File: src/pkg/ptmr_defs.vh
`ifndef PTMR_DEFS_VH
`define PTMR_DEFS_VH

// ----------------------------------------------------------------
// register addresses
// ----------------------------------------------------------------
`define PTMR_ADDR_CTRL0 3'h0
`define PTMR_ADDR_CTRL1 3'h1
`define PTMR_ADDR_CNTL 3'h2
`define PTMR_ADDR_CNTH 3'h3
`define PTMR_ADDR_CMPAL 3'h4
`define PTMR_ADDR_CMPAH 3'h5
`define PTMR_ADDR_CMPPL 3'h6
`define PTMR_ADDR_CMPPH 3'h7

// ----------------------------------------------------------------
// field positions
// ----------------------------------------------------------------
`define PTMR_C0_HOLD 7
`define PTMR_C0_CKSEL_HI 6
`define PTMR_C0_CKSEL_LO 4
`define PTMR_C0_RUN 3
`define PTMR_C1_OPSEL_HI 7
`define PTMR_C1_OPSEL_LO 6
`define PTMR_C1_PIN_HI 5
`define PTMR_C1_PIN_LO 4
`define PTMR_C1_OLVL 3
`define PTMR_C1_INV 2
`define PTMR_C1_CAPSRC 1
`define PTMR_C1_CLRSRC 0
`define PTMR_C0_MASK 8'hf8

// ----------------------------------------------------------------
// reset values and encodings
// ----------------------------------------------------------------
`define PTMR_RST_BYTE 8'h00
`define PTMR_RST_CNT 10'h000
`define PTMR_CNT_MAX 10'h3ff
`define PTMR_MODE_CMP 2'h0
`define PTMR_MODE_CAP 2'h1
`define PTMR_MODE_PWM 2'h2
`define PTMR_MODE_TMR 2'h3
`define PTMR_CK_SYS4 3'h0
`define PTMR_CK_HI 3'h1
`define PTMR_CK_HI16 3'h2
`define PTMR_CK_HI64 3'h3
`define PTMR_CK_TBC0 3'h4
`define PTMR_CK_TBC1 3'h5
`define PTMR_CK_EXTR 3'h6
`define PTMR_CK_EXTF 3'h7

// ----------------------------------------------------------------
// timing counts: prescaler terminal values, in source ticks (system clock for SYS4, high clock for HI16/HI64)
// ----------------------------------------------------------------
`define PTMR_DIV_SYS4 6'h03
`define PTMR_DIV_HI16 6'h0f
`define PTMR_DIV_HI64 6'h3f

`endif

File: src/logic/ptmr_edge.v
`timescale 1ns/1ps
// ----------------------------------------------------------------
// registered edge detector for a synchronous input
// ----------------------------------------------------------------
module ptmr_edge (
  mclk,
  rst,
  sig,
  rise,
  fall
);
  input wire mclk;
  input wire rst;
  input wire sig;
  output wire rise;
  output wire fall;

  reg last;

  // remember previous level; inputs are already synchronous
  always @(posedge mclk or posedge rst) begin
    if (rst) begin
      last <= 1'b0;
    end else begin
      last <= sig;
    end
  end

  assign rise = sig & ~last;
  assign fall = ~sig & last;
endmodule // ptmr_edge

File: src/logic/ptmr_prescale.v
`timescale 1ns/1ps
`include "ptmr_defs.vh"
// ----------------------------------------------------------------
// divider that turns clock enables into slower enables
// ----------------------------------------------------------------
module ptmr_prescale (
  mclk,
  rst,
  src_tick,
  div_last,
  run,
  tick
);
  input wire mclk;
  input wire rst;
  input wire src_tick;
  input wire [5:0] div_last;
  input wire run;
  output wire tick;

  reg [5:0] cnt;

  // divider restarts while timer is off so the first period is full
  always @(posedge mclk or posedge rst) begin
    if (rst) begin
      cnt <= 6'h00;
    end else if (!run) begin
      cnt <= 6'h00;
    end else if (src_tick) begin
      if (cnt >= div_last) begin
        cnt <= 6'h00;
      end else begin
        cnt <= cnt + 6'h01;
      end
    end
  end

  assign tick = run & src_tick & (cnt >= div_last);
endmodule // ptmr_prescale

File: src/logic/ptmr_top.v
`timescale 1ns/1ps
`include "ptmr_defs.vh"
module ptmr_top (
  mclk,
  rst,
  reg_addr,
  reg_wdata,
  reg_wr,
  reg_rd,
  reg_rdata,
  high_clk_tick,
  timebase_tick,
  ext_clock_pin,
  timer_out_pin_0,
  timer_out_pin_1,
  match_a_flag,
  match_p_flag,
  capture_event
);
  input wire mclk;
  input wire rst;
  input wire [2:0] reg_addr;
  input wire [7:0] reg_wdata;
  input wire reg_wr;
  input wire reg_rd;
  output reg [7:0] reg_rdata;
  input wire high_clk_tick;
  input wire timebase_tick;
  input wire ext_clock_pin;
  output reg timer_out_pin_0;
  output reg timer_out_pin_1;
  output reg match_a_flag;
  output reg match_p_flag;
  output reg capture_event;

  // ----------------------------------------------------------------
  // control registers
  // ----------------------------------------------------------------
  reg counter_hold;
  reg [2:0] clock_select;
  reg counter_run;
  reg [1:0] operation_select;
  reg [1:0] pin_action_select;
  reg output_level_select;
  reg output_invert;
  reg capture_source_select;
  reg clear_source_select;
  reg [9:0] compare_a_value;
  reg [9:0] compare_p_value;
  reg [9:0] count;
  reg [7:0] byte_buf;
  reg run_last;
  reg pin_level;
  reg pulse_armed;

  wire run_rise;
  wire wr_c0;
  wire wr_c1;
  wire sys4_tick;
  wire hi16_tick;
  wire hi64_tick;
  wire ext_rise;
  wire ext_fall;
  wire out_rise;
  wire out_fall;
  wire cap_rise;
  wire cap_fall;
  reg cnt_tick;
  reg [9:0] next_count;
  reg next_pin_level;
  reg next_pulse_armed;
  reg match_a;
  reg match_p;
  reg do_clear;
  reg cap_hit;
  reg pwm_active;
  reg [7:0] next_rdata;
  reg out_raw;

  assign wr_c0 = reg_wr && (reg_addr == `PTMR_ADDR_CTRL0);
  assign wr_c1 = reg_wr && (reg_addr == `PTMR_ADDR_CTRL1);
  assign run_rise = counter_run & ~run_last;

  // ----------------------------------------------------------------
  // clock source selection
  // ----------------------------------------------------------------
  ptmr_prescale u_sys4 (
    .mclk(mclk),
    .rst(rst),
    .src_tick(1'b1),
    .div_last(`PTMR_DIV_SYS4),
    .run(counter_run),
    .tick(sys4_tick)
  );
  ptmr_prescale u_hi16 (
    .mclk(mclk),
    .rst(rst),
    .src_tick(high_clk_tick),
    .div_last(`PTMR_DIV_HI16),
    .run(counter_run),
    .tick(hi16_tick)
  );
  ptmr_prescale u_hi64 (
    .mclk(mclk),
    .rst(rst),
    .src_tick(high_clk_tick),
    .div_last(`PTMR_DIV_HI64),
    .run(counter_run),
    .tick(hi64_tick)
  );
  ptmr_edge u_ext (
    .mclk(mclk),
    .rst(rst),
    .sig(ext_clock_pin),
    .rise(ext_rise),
    .fall(ext_fall)
  );
  // capture looks at the pin level as driven, before it leaves
  ptmr_edge u_outp (
    .mclk(mclk),
    .rst(rst),
    .sig(timer_out_pin_0),
    .rise(out_rise),
    .fall(out_fall)
  );

  // tick mux; external edges count events
  always @* begin
    case (clock_select)
      `PTMR_CK_SYS4: cnt_tick = sys4_tick;
      `PTMR_CK_HI: cnt_tick = high_clk_tick;
      `PTMR_CK_HI16: cnt_tick = hi16_tick;
      `PTMR_CK_HI64: cnt_tick = hi64_tick;
      `PTMR_CK_TBC0: cnt_tick = timebase_tick;
      `PTMR_CK_TBC1: cnt_tick = timebase_tick;
      `PTMR_CK_EXTR: cnt_tick = ext_rise;
      `PTMR_CK_EXTF: cnt_tick = ext_fall;
      default: cnt_tick = 1'b0;
    endcase
  end

  // ----------------------------------------------------------------
  // counter, comparators and clear
  // ----------------------------------------------------------------
  // matches only count while running so a stopped timer stays silent
  always @* begin
    match_a = counter_run && (count == compare_a_value);
    match_p = counter_run && (count == compare_p_value);
    // pwm and capture always clear on P; bit ignored there
    if (clear_source_select && (operation_select == `PTMR_MODE_CMP ||
        operation_select == `PTMR_MODE_TMR)) begin
      do_clear = match_a;
    end else begin
      do_clear = match_p && (compare_p_value != `PTMR_RST_CNT);
    end
    next_count = count;
    if (run_rise) begin
      next_count = `PTMR_RST_CNT;
    end else if (counter_run && !counter_hold && cnt_tick) begin
      // P at zero lets the count wrap, acting as overflow clear
      if (do_clear) begin
        next_count = `PTMR_RST_CNT;
      end else begin
        next_count = count + 10'h001;
      end
    end
  end

  // ----------------------------------------------------------------
  // output pin logic
  // ----------------------------------------------------------------
  always @* begin
    next_pin_level = pin_level;
    next_pulse_armed = pulse_armed;
    pwm_active = 1'b0;
    cap_hit = 1'b0;
    case (operation_select)
      `PTMR_MODE_CMP: begin
        if (run_rise) begin
          next_pin_level = output_level_select;
        end else if (match_a && cnt_tick && !counter_hold) begin
          // only A moves the pin; same level gives no edge
          case (pin_action_select)
            2'h1: next_pin_level = 1'b0;
            2'h2: next_pin_level = 1'b1;
            2'h3: next_pin_level = ~pin_level;
            default: next_pin_level = pin_level;
          endcase
        end
      end
      `PTMR_MODE_PWM: begin
        // duty above period gives full active time; duty equal to P leaves count P inactive
        pwm_active = (count < compare_a_value);
        if (run_rise) begin
          next_pulse_armed = 1'b1;
        end else if (match_a && cnt_tick) begin
          next_pulse_armed = 1'b0;
        end
        case (pin_action_select)
          2'h0: next_pin_level = ~output_level_select;
          2'h1: next_pin_level = output_level_select;
          2'h2: next_pin_level = pwm_active ? output_level_select :
                                 ~output_level_select;
          default: next_pin_level = (pulse_armed && counter_run) ?
                   output_level_select : ~output_level_select;
        endcase
      end
      `PTMR_MODE_CAP: begin
        case (pin_action_select)
          2'h0: cap_hit = cap_rise;
          2'h1: cap_hit = cap_fall;
          2'h2: cap_hit = cap_rise | cap_fall;
          default: cap_hit = 1'b0;
        endcase
      end
      default: next_pin_level = pin_level;
    endcase
    // invert ignored in timer/counter mode
    if (output_invert && operation_select != `PTMR_MODE_TMR) begin
      out_raw = ~next_pin_level;
    end else begin
      out_raw = next_pin_level;
    end
  end

  // capture trigger from pin 0 level or external pin
  assign cap_rise = capture_source_select ? ext_rise : out_rise;
  assign cap_fall = capture_source_select ? ext_fall : out_fall;

  // ----------------------------------------------------------------
  // register read mux
  // ----------------------------------------------------------------
  always @* begin
    next_rdata = `PTMR_RST_BYTE;
    case (reg_addr)
      `PTMR_ADDR_CTRL0: next_rdata = {counter_hold, clock_select,
                                      counter_run, 3'h0};
      `PTMR_ADDR_CTRL1: next_rdata = {operation_select, pin_action_select,
                                      output_level_select, output_invert,
                                      capture_source_select,
                                      clear_source_select};
      `PTMR_ADDR_CNTL: next_rdata = byte_buf;
      `PTMR_ADDR_CNTH: next_rdata = {6'h00, count[9:8]};
      `PTMR_ADDR_CMPAL: next_rdata = byte_buf;
      `PTMR_ADDR_CMPAH: next_rdata = {6'h00, compare_a_value[9:8]};
      `PTMR_ADDR_CMPPL: next_rdata = byte_buf;
      `PTMR_ADDR_CMPPH: next_rdata = {6'h00, compare_p_value[9:8]};
      default: next_rdata = `PTMR_RST_BYTE;
    endcase
  end

  // ----------------------------------------------------------------
  // registers and bus slave
  // ----------------------------------------------------------------
  // mode changes while running are software's hazard, not blocked
  always @(posedge mclk or posedge rst) begin
    if (rst) begin
      counter_hold <= 1'b0;
      clock_select <= 3'h0;
      counter_run <= 1'b0;
      operation_select <= 2'h0;
      pin_action_select <= 2'h0;
      output_level_select <= 1'b0;
      output_invert <= 1'b0;
      capture_source_select <= 1'b0;
      clear_source_select <= 1'b0;
      compare_a_value <= `PTMR_RST_CNT;
      compare_p_value <= `PTMR_RST_CNT;
      byte_buf <= `PTMR_RST_BYTE;
      reg_rdata <= `PTMR_RST_BYTE;
    end else begin
      reg_rdata <= reg_rd ? next_rdata : `PTMR_RST_BYTE;
      if (wr_c0) begin
        counter_hold <= reg_wdata[`PTMR_C0_HOLD];
        clock_select <= reg_wdata[`PTMR_C0_CKSEL_HI:`PTMR_C0_CKSEL_LO];
        counter_run <= reg_wdata[`PTMR_C0_RUN];
      end
      if (wr_c1) begin
        operation_select <= reg_wdata[`PTMR_C1_OPSEL_HI:`PTMR_C1_OPSEL_LO];
        pin_action_select <= reg_wdata[`PTMR_C1_PIN_HI:`PTMR_C1_PIN_LO];
        output_level_select <= reg_wdata[`PTMR_C1_OLVL];
        output_invert <= reg_wdata[`PTMR_C1_INV];
        capture_source_select <= reg_wdata[`PTMR_C1_CAPSRC];
        clear_source_select <= reg_wdata[`PTMR_C1_CLRSRC];
      end
      // compare low writes only fill the shared buffer
      if (reg_wr && (reg_addr == `PTMR_ADDR_CMPAL ||
          reg_addr == `PTMR_ADDR_CMPPL)) begin
        byte_buf <= reg_wdata;
      end else if (reg_wr && reg_addr == `PTMR_ADDR_CMPAH) begin
        compare_a_value <= {reg_wdata[1:0], byte_buf};
      end else if (reg_wr && reg_addr == `PTMR_ADDR_CMPPH) begin
        compare_p_value <= {reg_wdata[1:0], byte_buf};
      end else if (reg_rd) begin
        // high reads snapshot the low byte for a coherent pair
        case (reg_addr)
          `PTMR_ADDR_CNTH: byte_buf <= count[7:0];
          `PTMR_ADDR_CMPAH: byte_buf <= compare_a_value[7:0];
          `PTMR_ADDR_CMPPH: byte_buf <= compare_p_value[7:0];
          default: byte_buf <= byte_buf;
        endcase
      end
    end
  end

  // ----------------------------------------------------------------
  // timer state and outputs
  // ----------------------------------------------------------------
  always @(posedge mclk or posedge rst) begin
    if (rst) begin
      count <= `PTMR_RST_CNT;
      run_last <= 1'b0;
      pin_level <= 1'b0;
      pulse_armed <= 1'b0;
      timer_out_pin_0 <= 1'b0;
      timer_out_pin_1 <= 1'b0;
      match_a_flag <= 1'b0;
      match_p_flag <= 1'b0;
      capture_event <= 1'b0;
    end else begin
      count <= next_count;
      run_last <= counter_run;
      pin_level <= next_pin_level;
      pulse_armed <= next_pulse_armed;
      timer_out_pin_0 <= out_raw;
      // second pin is the complement for a complementary pair
      timer_out_pin_1 <= ~out_raw;
      // P flag is suppressed when A owns the clear in compare and timer/counter modes
      match_a_flag <= match_a && cnt_tick && !counter_hold;
      match_p_flag <= match_p && cnt_tick && !counter_hold &&
                      !(clear_source_select &&
                        operation_select[0] == operation_select[1]);
      capture_event <= cap_hit && counter_run;
    end
  end
endmodule // ptmr_top

File: config.mk
export PLATFORM = sky130hd
export DESIGN_NAME = ptmr_top
export DESIGN_NICKNAME = d
export VERILOG_FILES = /design/src/logic/ptmr_edge.v /design/src/logic/ptmr_prescale.v /design/src/logic/ptmr_top.v
export VERILOG_INCLUDE_DIRS = /design/src /design/src/pkg
export SDC_FILE = /design/constraint.sdc
export NUM_CORES = 1
export LEC_CHECK = 0
export CAP_MARGIN = 20
export CORE_MARGIN = 8
export CORE_UTILIZATION = 55
export DETAILED_ROUTE_END_ITERATION = 6
export DONT_BUFFER_PORTS = 1
export PLACE_DENSITY = 0.7
export RECOVER_POWER = 25
export SLEW_MARGIN = 30
export SYNTH_ARGS = -nofsm -noshare
export SYNTH_HDL_FRONTEND = slang
export SYNTH_SLANG_ARGS = --single-unit
export TNS_END_PERCENT = 20
File: constraint.sdc
create_clock -name mclk -period 3.9 [get_ports mclk]
set_clock_uncertainty 0.1 [all_clocks]
set_input_delay 0.78 -clock mclk [delete_from_list [all_inputs] [get_ports mclk]]
set_output_delay 0.78 -clock mclk [all_outputs]
set_load 0.005 [all_outputs]
[Word level (Yosys, flattened, before mapping)]
Cells that the tools add are included.
W data, S select, Z words.
Storage, ports and cells
  register bits: 87
  input bits: 18
  word-level logic and storage cells: 156
  output and inout bits: 13
Cells by class
  bitwise logic cells: 21
  reductions and logical operators: 39
  magnitude comparators: 4
  equality and inequality tests: 27
  add/sub/neg operators: 4
  muxes and demuxes: 34
Operators with widths (count)
  $mux W6: 8
  $pmux W8 S6: 1
  $mux W8: 5
  $mux W10: 3
  $eq A3 B3 Y1 const B: 8
  $pmux W8 S3: 1
  $eq A10 B10 Y1: 2
  $logic_and A1 B1 Y1: 20
  $add A6 B1 Y6 const B: 3
  $eq A3 B2 Y1 const B: 4
  $mux W1: 11
  $not A1 Y1: 11
  $add A10 B1 Y10 const B: 1
  $lt A10 B10 Y1: 1
  $reduce_bool A10 Y1: 1
  $and A1 B1 Y1: 9
  $pmux W1 S3: 3
  $eq A2 B2 Y1 const B: 4
  $ne A2 B2 Y1 const B: 4
  $pmux W1 S7: 1
  $eq A3 B1 Y1 const B: 2
  $ge A6 B2 Y1 const B: 1
  $ge A6 B4 Y1 const B: 1
  $ge A6 B6 Y1 const B: 1
  15 further kinds: 23

[Depth between registers and ports, before layout]
  word-level depth: 11
  mapped depth: 8
  gate-level depth less buffers: 8

[Modules after synthesis]
A second synthesis with hierarchy kept.
Second synthesis, totals
  cell total of the unflattened synthesis: 534
  area total of the unflattened synthesis: 5215.0 µm²
Modules (own cells, without submodules)
  ptmr_top: instances 1, sequential area each 1676.6 µm², area an instance 3701.0 µm², cells each 364
  ptmr_prescale: instances 3, sequential area each 150.1 µm², area an instance 475.5 µm², cells each 54
  ptmr_edge: instances 2, sequential area each 25.0 µm², area an instance 43.8 µm², cells each 4

[Worst setup path before layout]
OpenSTA, ideal clock, no wires.
  path type: input to register
  start: input port ext_clock_pin
  end: register timer_out_pin_0
  setup slack: 1.642 ns
  setup time: 0.124 ns
  path buffers: 0
  required time: 3.676 ns
  arrival: 2.034 ns
  stages: 6
  cell sequence: nand4b_1 > o2111ai_2 > nand2_2 > a2111o_1 > a31o_1 > a211o_1
Between the ends
  cells in the longest elaborated chain, start to end: 10
  elaborated cells on any way between the ends: 11
  classes of those cells: 5 x mux; 4 x bitwise; 2 x reduce/logical
RTL lines
  start: declaration: RTL line ptmr_top.v:29  | input wire ext_clock_pin;
  $not A1 Y1: RTL line ptmr_edge.v:30  | assign fall = ~sig & last;
  $and A1 B1 Y1: RTL line ptmr_edge.v:30
  $pmux W1 S7 *: RTL line ptmr_top.v:129  | case (clock_select)
  $logic_and A1 B1 Y1 * (2 in series): RTL line ptmr_top.v:181  | end else if (match_a && cnt_tick && !counter_hold) begin
  $mux W1 *: RTL line ptmr_top.v:181
  $mux W1 *: RTL line ptmr_top.v:179  | if (run_rise) begin
  $pmux W1 S2 *: RTL line ptmr_top.v:177  | case (operation_select)
  $not A1 Y1: RTL line ptmr_top.v:220  | out_raw = ~next_pin_level;
  $mux W1 *: RTL line ptmr_top.v:219  | if (output_invert && operation_select != `PTMR_MODE_TMR) begin
  net out_raw: RTL line ptmr_top.v:78  | reg out_raw;
  end signal: assignment: RTL line ptmr_top.v:325  | timer_out_pin_0 <= out_raw;
  end: declaration: RTL line ptmr_top.v:30  | output reg timer_out_pin_0;
Mark *: on every way through the listed nets, which the timed path passes. The rest lies on a longest branch.
A chain may end at the register's enable or synchronous reset.

==> impl_metrics.tcl <==
set metrics [dict create \
    status "finished with violations" \
    violations "max-capacitance violations, max-slew violations" \
    p_int_mw 1.77 \
    p_sw_uw 966 \
    synth_cells 461 \
    final.period_utilization 0.686 \
    power_frac_clock 0.250 \
    cts_buffers 9 \
    first_global_vias 3404 \
    gp_congestion 0.938 \
    die_area_sq_mm 0.0117 \
    hold_class "input pin to asynchronous set/reset pin" \
    core_region_area_sq_mm 0.00822 \
    syn_area_per_cell_sq_um 10.1 \
    drive_gt1_frac 0.143 \
    crit_family "buffers and inverters" \
    async_flop_share 1.00 \
    clk_transition_reported_paths_ns 0.10 \
    slowest_delay_ns 1.38 \
    grt_remaining_overflow 0 \
    tritoncts "yes" \
    path_buf_inv 2 \
    cts_root_buf "clkbuf_8" \
    tns_ns 0 \
    crit_path_cell_trace "clkinvlp_2 -> clkbuf_1" \
    arrival_ns 2.68 \
    diodes 0 \
    rsz0062_at_grt "false" \
    startpoint_type "input pin" \
    ys_warn_count 0 \
    grt_antenna_before_repair 0 \
    postPlaceCellArea_sq_mm 0.00473 \
    synth-edff-count 0 \
    grtUsageTotal 0.195 \
    max-clock-path-buffers 2 \
    fill_cells 670 \
    setup_viol 0 \
    cts_setup_buffers 0 \
    detail-route-antenna-nets 0 \
    cts_hold_buf 0 \
    vias_per_cell 6.25 \
    clk_latency_ns 0.36 \
    fin_nets 493 \
    htree_levels 3 \
    dr.pass1.iters 5 \
    required_ns 3.91 \
    worst_slew_pin_slew_ns 1.84 \
    combPwrFrac 0.262 \
    slew_viol_final 35 \
    power.leakage_nw 2.11 \
    synth-main-ff-cell "dfrtp_1" \
    timing.slew.headroom -0.224 \
    netlist_top_cells_area "dfrtp_1 47%, mux2_2 8.0%, ha_1 4.8%" \
    final_common_cell "dfrtp_1" \
    rows 33 \
    area_growth_pct 6.21 \
    synth_seq_cells 87 \
    fmax_ghz 0.374 \
    drv_cap 1 \
    yosysUniqueCellTypes 60 \
    layout_common_cells "87 x dfrtp_1, 57 x nand2_1, 33 x mux2_2, 25 x inv_1, 23 x o21ai_0" \
    synth_top_area_frac 0.467 \
    drt_wl_total_um 11000 \
    worstSetupEndpointType "asynchronous set/reset pin" \
    ios 31 \
    period_minus_slack_ns 2.67 \
    synth_area_sq_mm 0.00466 \
    die_height_um 108 \
    initial_utilization 0.567 \
    first_iter_violations 298 \
    ir_worst_vdd_mv 0.288 \
    switching_share 0.353 \
    design_area_sq_mm 0.00495 \
    grt_first_pass_wirelength_um 18000 \
    finalHoldViolCount 0 \
    powerDensity_mw_per_mm2 553 \
    grt_max_degree 37 \
    critPathKind "input pin to asynchronous set/reset pin" \
    seqPwrFrac 0.488 \
    route.detailed.drc 0 \
    cpMaxStageDelayCell "clkbuf_1" \
    vias 3542 \
    wl_per_cell_um 19.5 \
    ctsResizeCount 0 \
    synth_top_area_cell "dfrtp_1" \
    seq_area_frac_synth 0.467 \
    die_w_um 108 \
    dp_hpwl_um 8130 \
    path_max_fanout 34 \
    io_buffers 0 \
    clock-sinks 87 \
]
[final cells by class]
class / instances / area, sq um / share of cell area
clock buffer: 11 / 151 / 0.0306
clock inverter: 5 / 65.1 / 0.0132
inverter: 26 / 98.8 / 0.0200
multi-input combinational: 331 / 2310 / 0.467
sequential: 87 / 2180 / 0.440
tap: 105 / 131 / 0.0266
timing repair buffer: 2 / 11.3 / 0.00228
[metal layers]
layer / global-route usage / vias up / wire length [um]
met2: 0.308 / 128 / 5250
met1: 0.264 / 1745 / 4880
met5: 0 / - / 0
met3: 0.0399 / 17 / 757
met4: 0.0585 / 0 / 155
li1: - / 1652 / -
[logic make-up (layout without fill, tap and decap cells)]
kind of cell / Yosys count / after routing / synth area share
AND/OR/NAND/NOR: 150 / 150 / 0.166
AO/OA/AOI/OAI: 108 / 108 / 0.158
buffers and inverters: 46 / 44 / 0.0387
flip-flops: 87 / 87 / 0.467
XOR/XNOR: 14 / 14 / 0.0263
other: 1 / 4 / 0.000805
multiplexers: 37 / 37 / 0.0938
adder cells (fa/ha/maj): 18 / 18 / 0.0484
[registers in the layout (all words and copies together) (netlist names), 2 cells and up]
register and count:
pin_action_select 2, u_sys4.cnt 6, operation_select 2, compare_a_value 10, compare_p_value 10, u_hi64.cnt 6
count 10, byte_buf 8, reg_rdata 8, clock_select 3, u_hi16.cnt 6
[power by group through the flow]
stage	combinational, mW	sequential, mW	clock, mW
floorplan	0.615	1.23	0
global placement	0.696	1.34	0
detailed placement	0.715	1.35	0
CTS	0.720	1.33	0.690
global route	0.810	1.36	0.737
finish	0.717	1.33	0.684
[through the flow]
| stage | std cells | setup slack [ns] | hold WS (ns) | utilization | total power [mW] |
|---|---|---|---|---|---|
| finish | 567 | 1.23 | 0.324 | 0.602 | 2.73 |
| global route | 567 | 0.696 | 0.324 | 0.602 | 2.91 |
| CTS | 567 | 1.35 | 0.142 | 0.602 | 2.74 |
| detailed placement | 551 | 1.37 | 0.329 | 0.576 | 2.06 |
| global placement | 551 | 1.43 | 0.317 | 0.576 | 2.03 |
| floorplan | 464 | 0.770 | 0.255 | - | 1.85 |
[final timing paths]
check | start | endpoint | slack [ns] | depth (start not counted)
max | rst | count[8] | 1.23 | 2
min in group mclk | u_sys4.cnt[0] | u_sys4.cnt[0] | 0.34 | 1
max reg2reg | counter_run | timer_out_pin_0 | 1.34 | 5
min | rst | u_hi16.cnt[1] | 0.32 | 1
min reg2reg | u_sys4.cnt[0] | u_sys4.cnt[0] | 0.34 | 1
max in group mclk | counter_run | timer_out_pin_0 | 1.34 | 5
[synth_stat cells (5+ instances only)]
| master | count |
|---|---|
| mux2_2 | 33 |
| clkbuf_1 | 16 |
| nor2b_1 | 13 |
| nand3_1 | 13 |
| o22ai_1 | 15 |
| o21ai_0 | 23 |
| nand2_1 | 57 |
| nor3_1 | 6 |
| xnor2_1 | 12 |
| and3_1 | 8 |
| a21oi_1 | 20 |
| a31oi_1 | 6 |
| ha_1 | 18 |
| nand2b_1 | 8 |
| nand4_1 | 10 |
| o221a_2 | 6 |
| inv_1 | 26 |
| o211ai_1 | 5 |
| and2_1 | 7 |
| dfrtp_1 | 87 |
| nor2_1 | 10 |
Power figures use the tool's default switching activity.
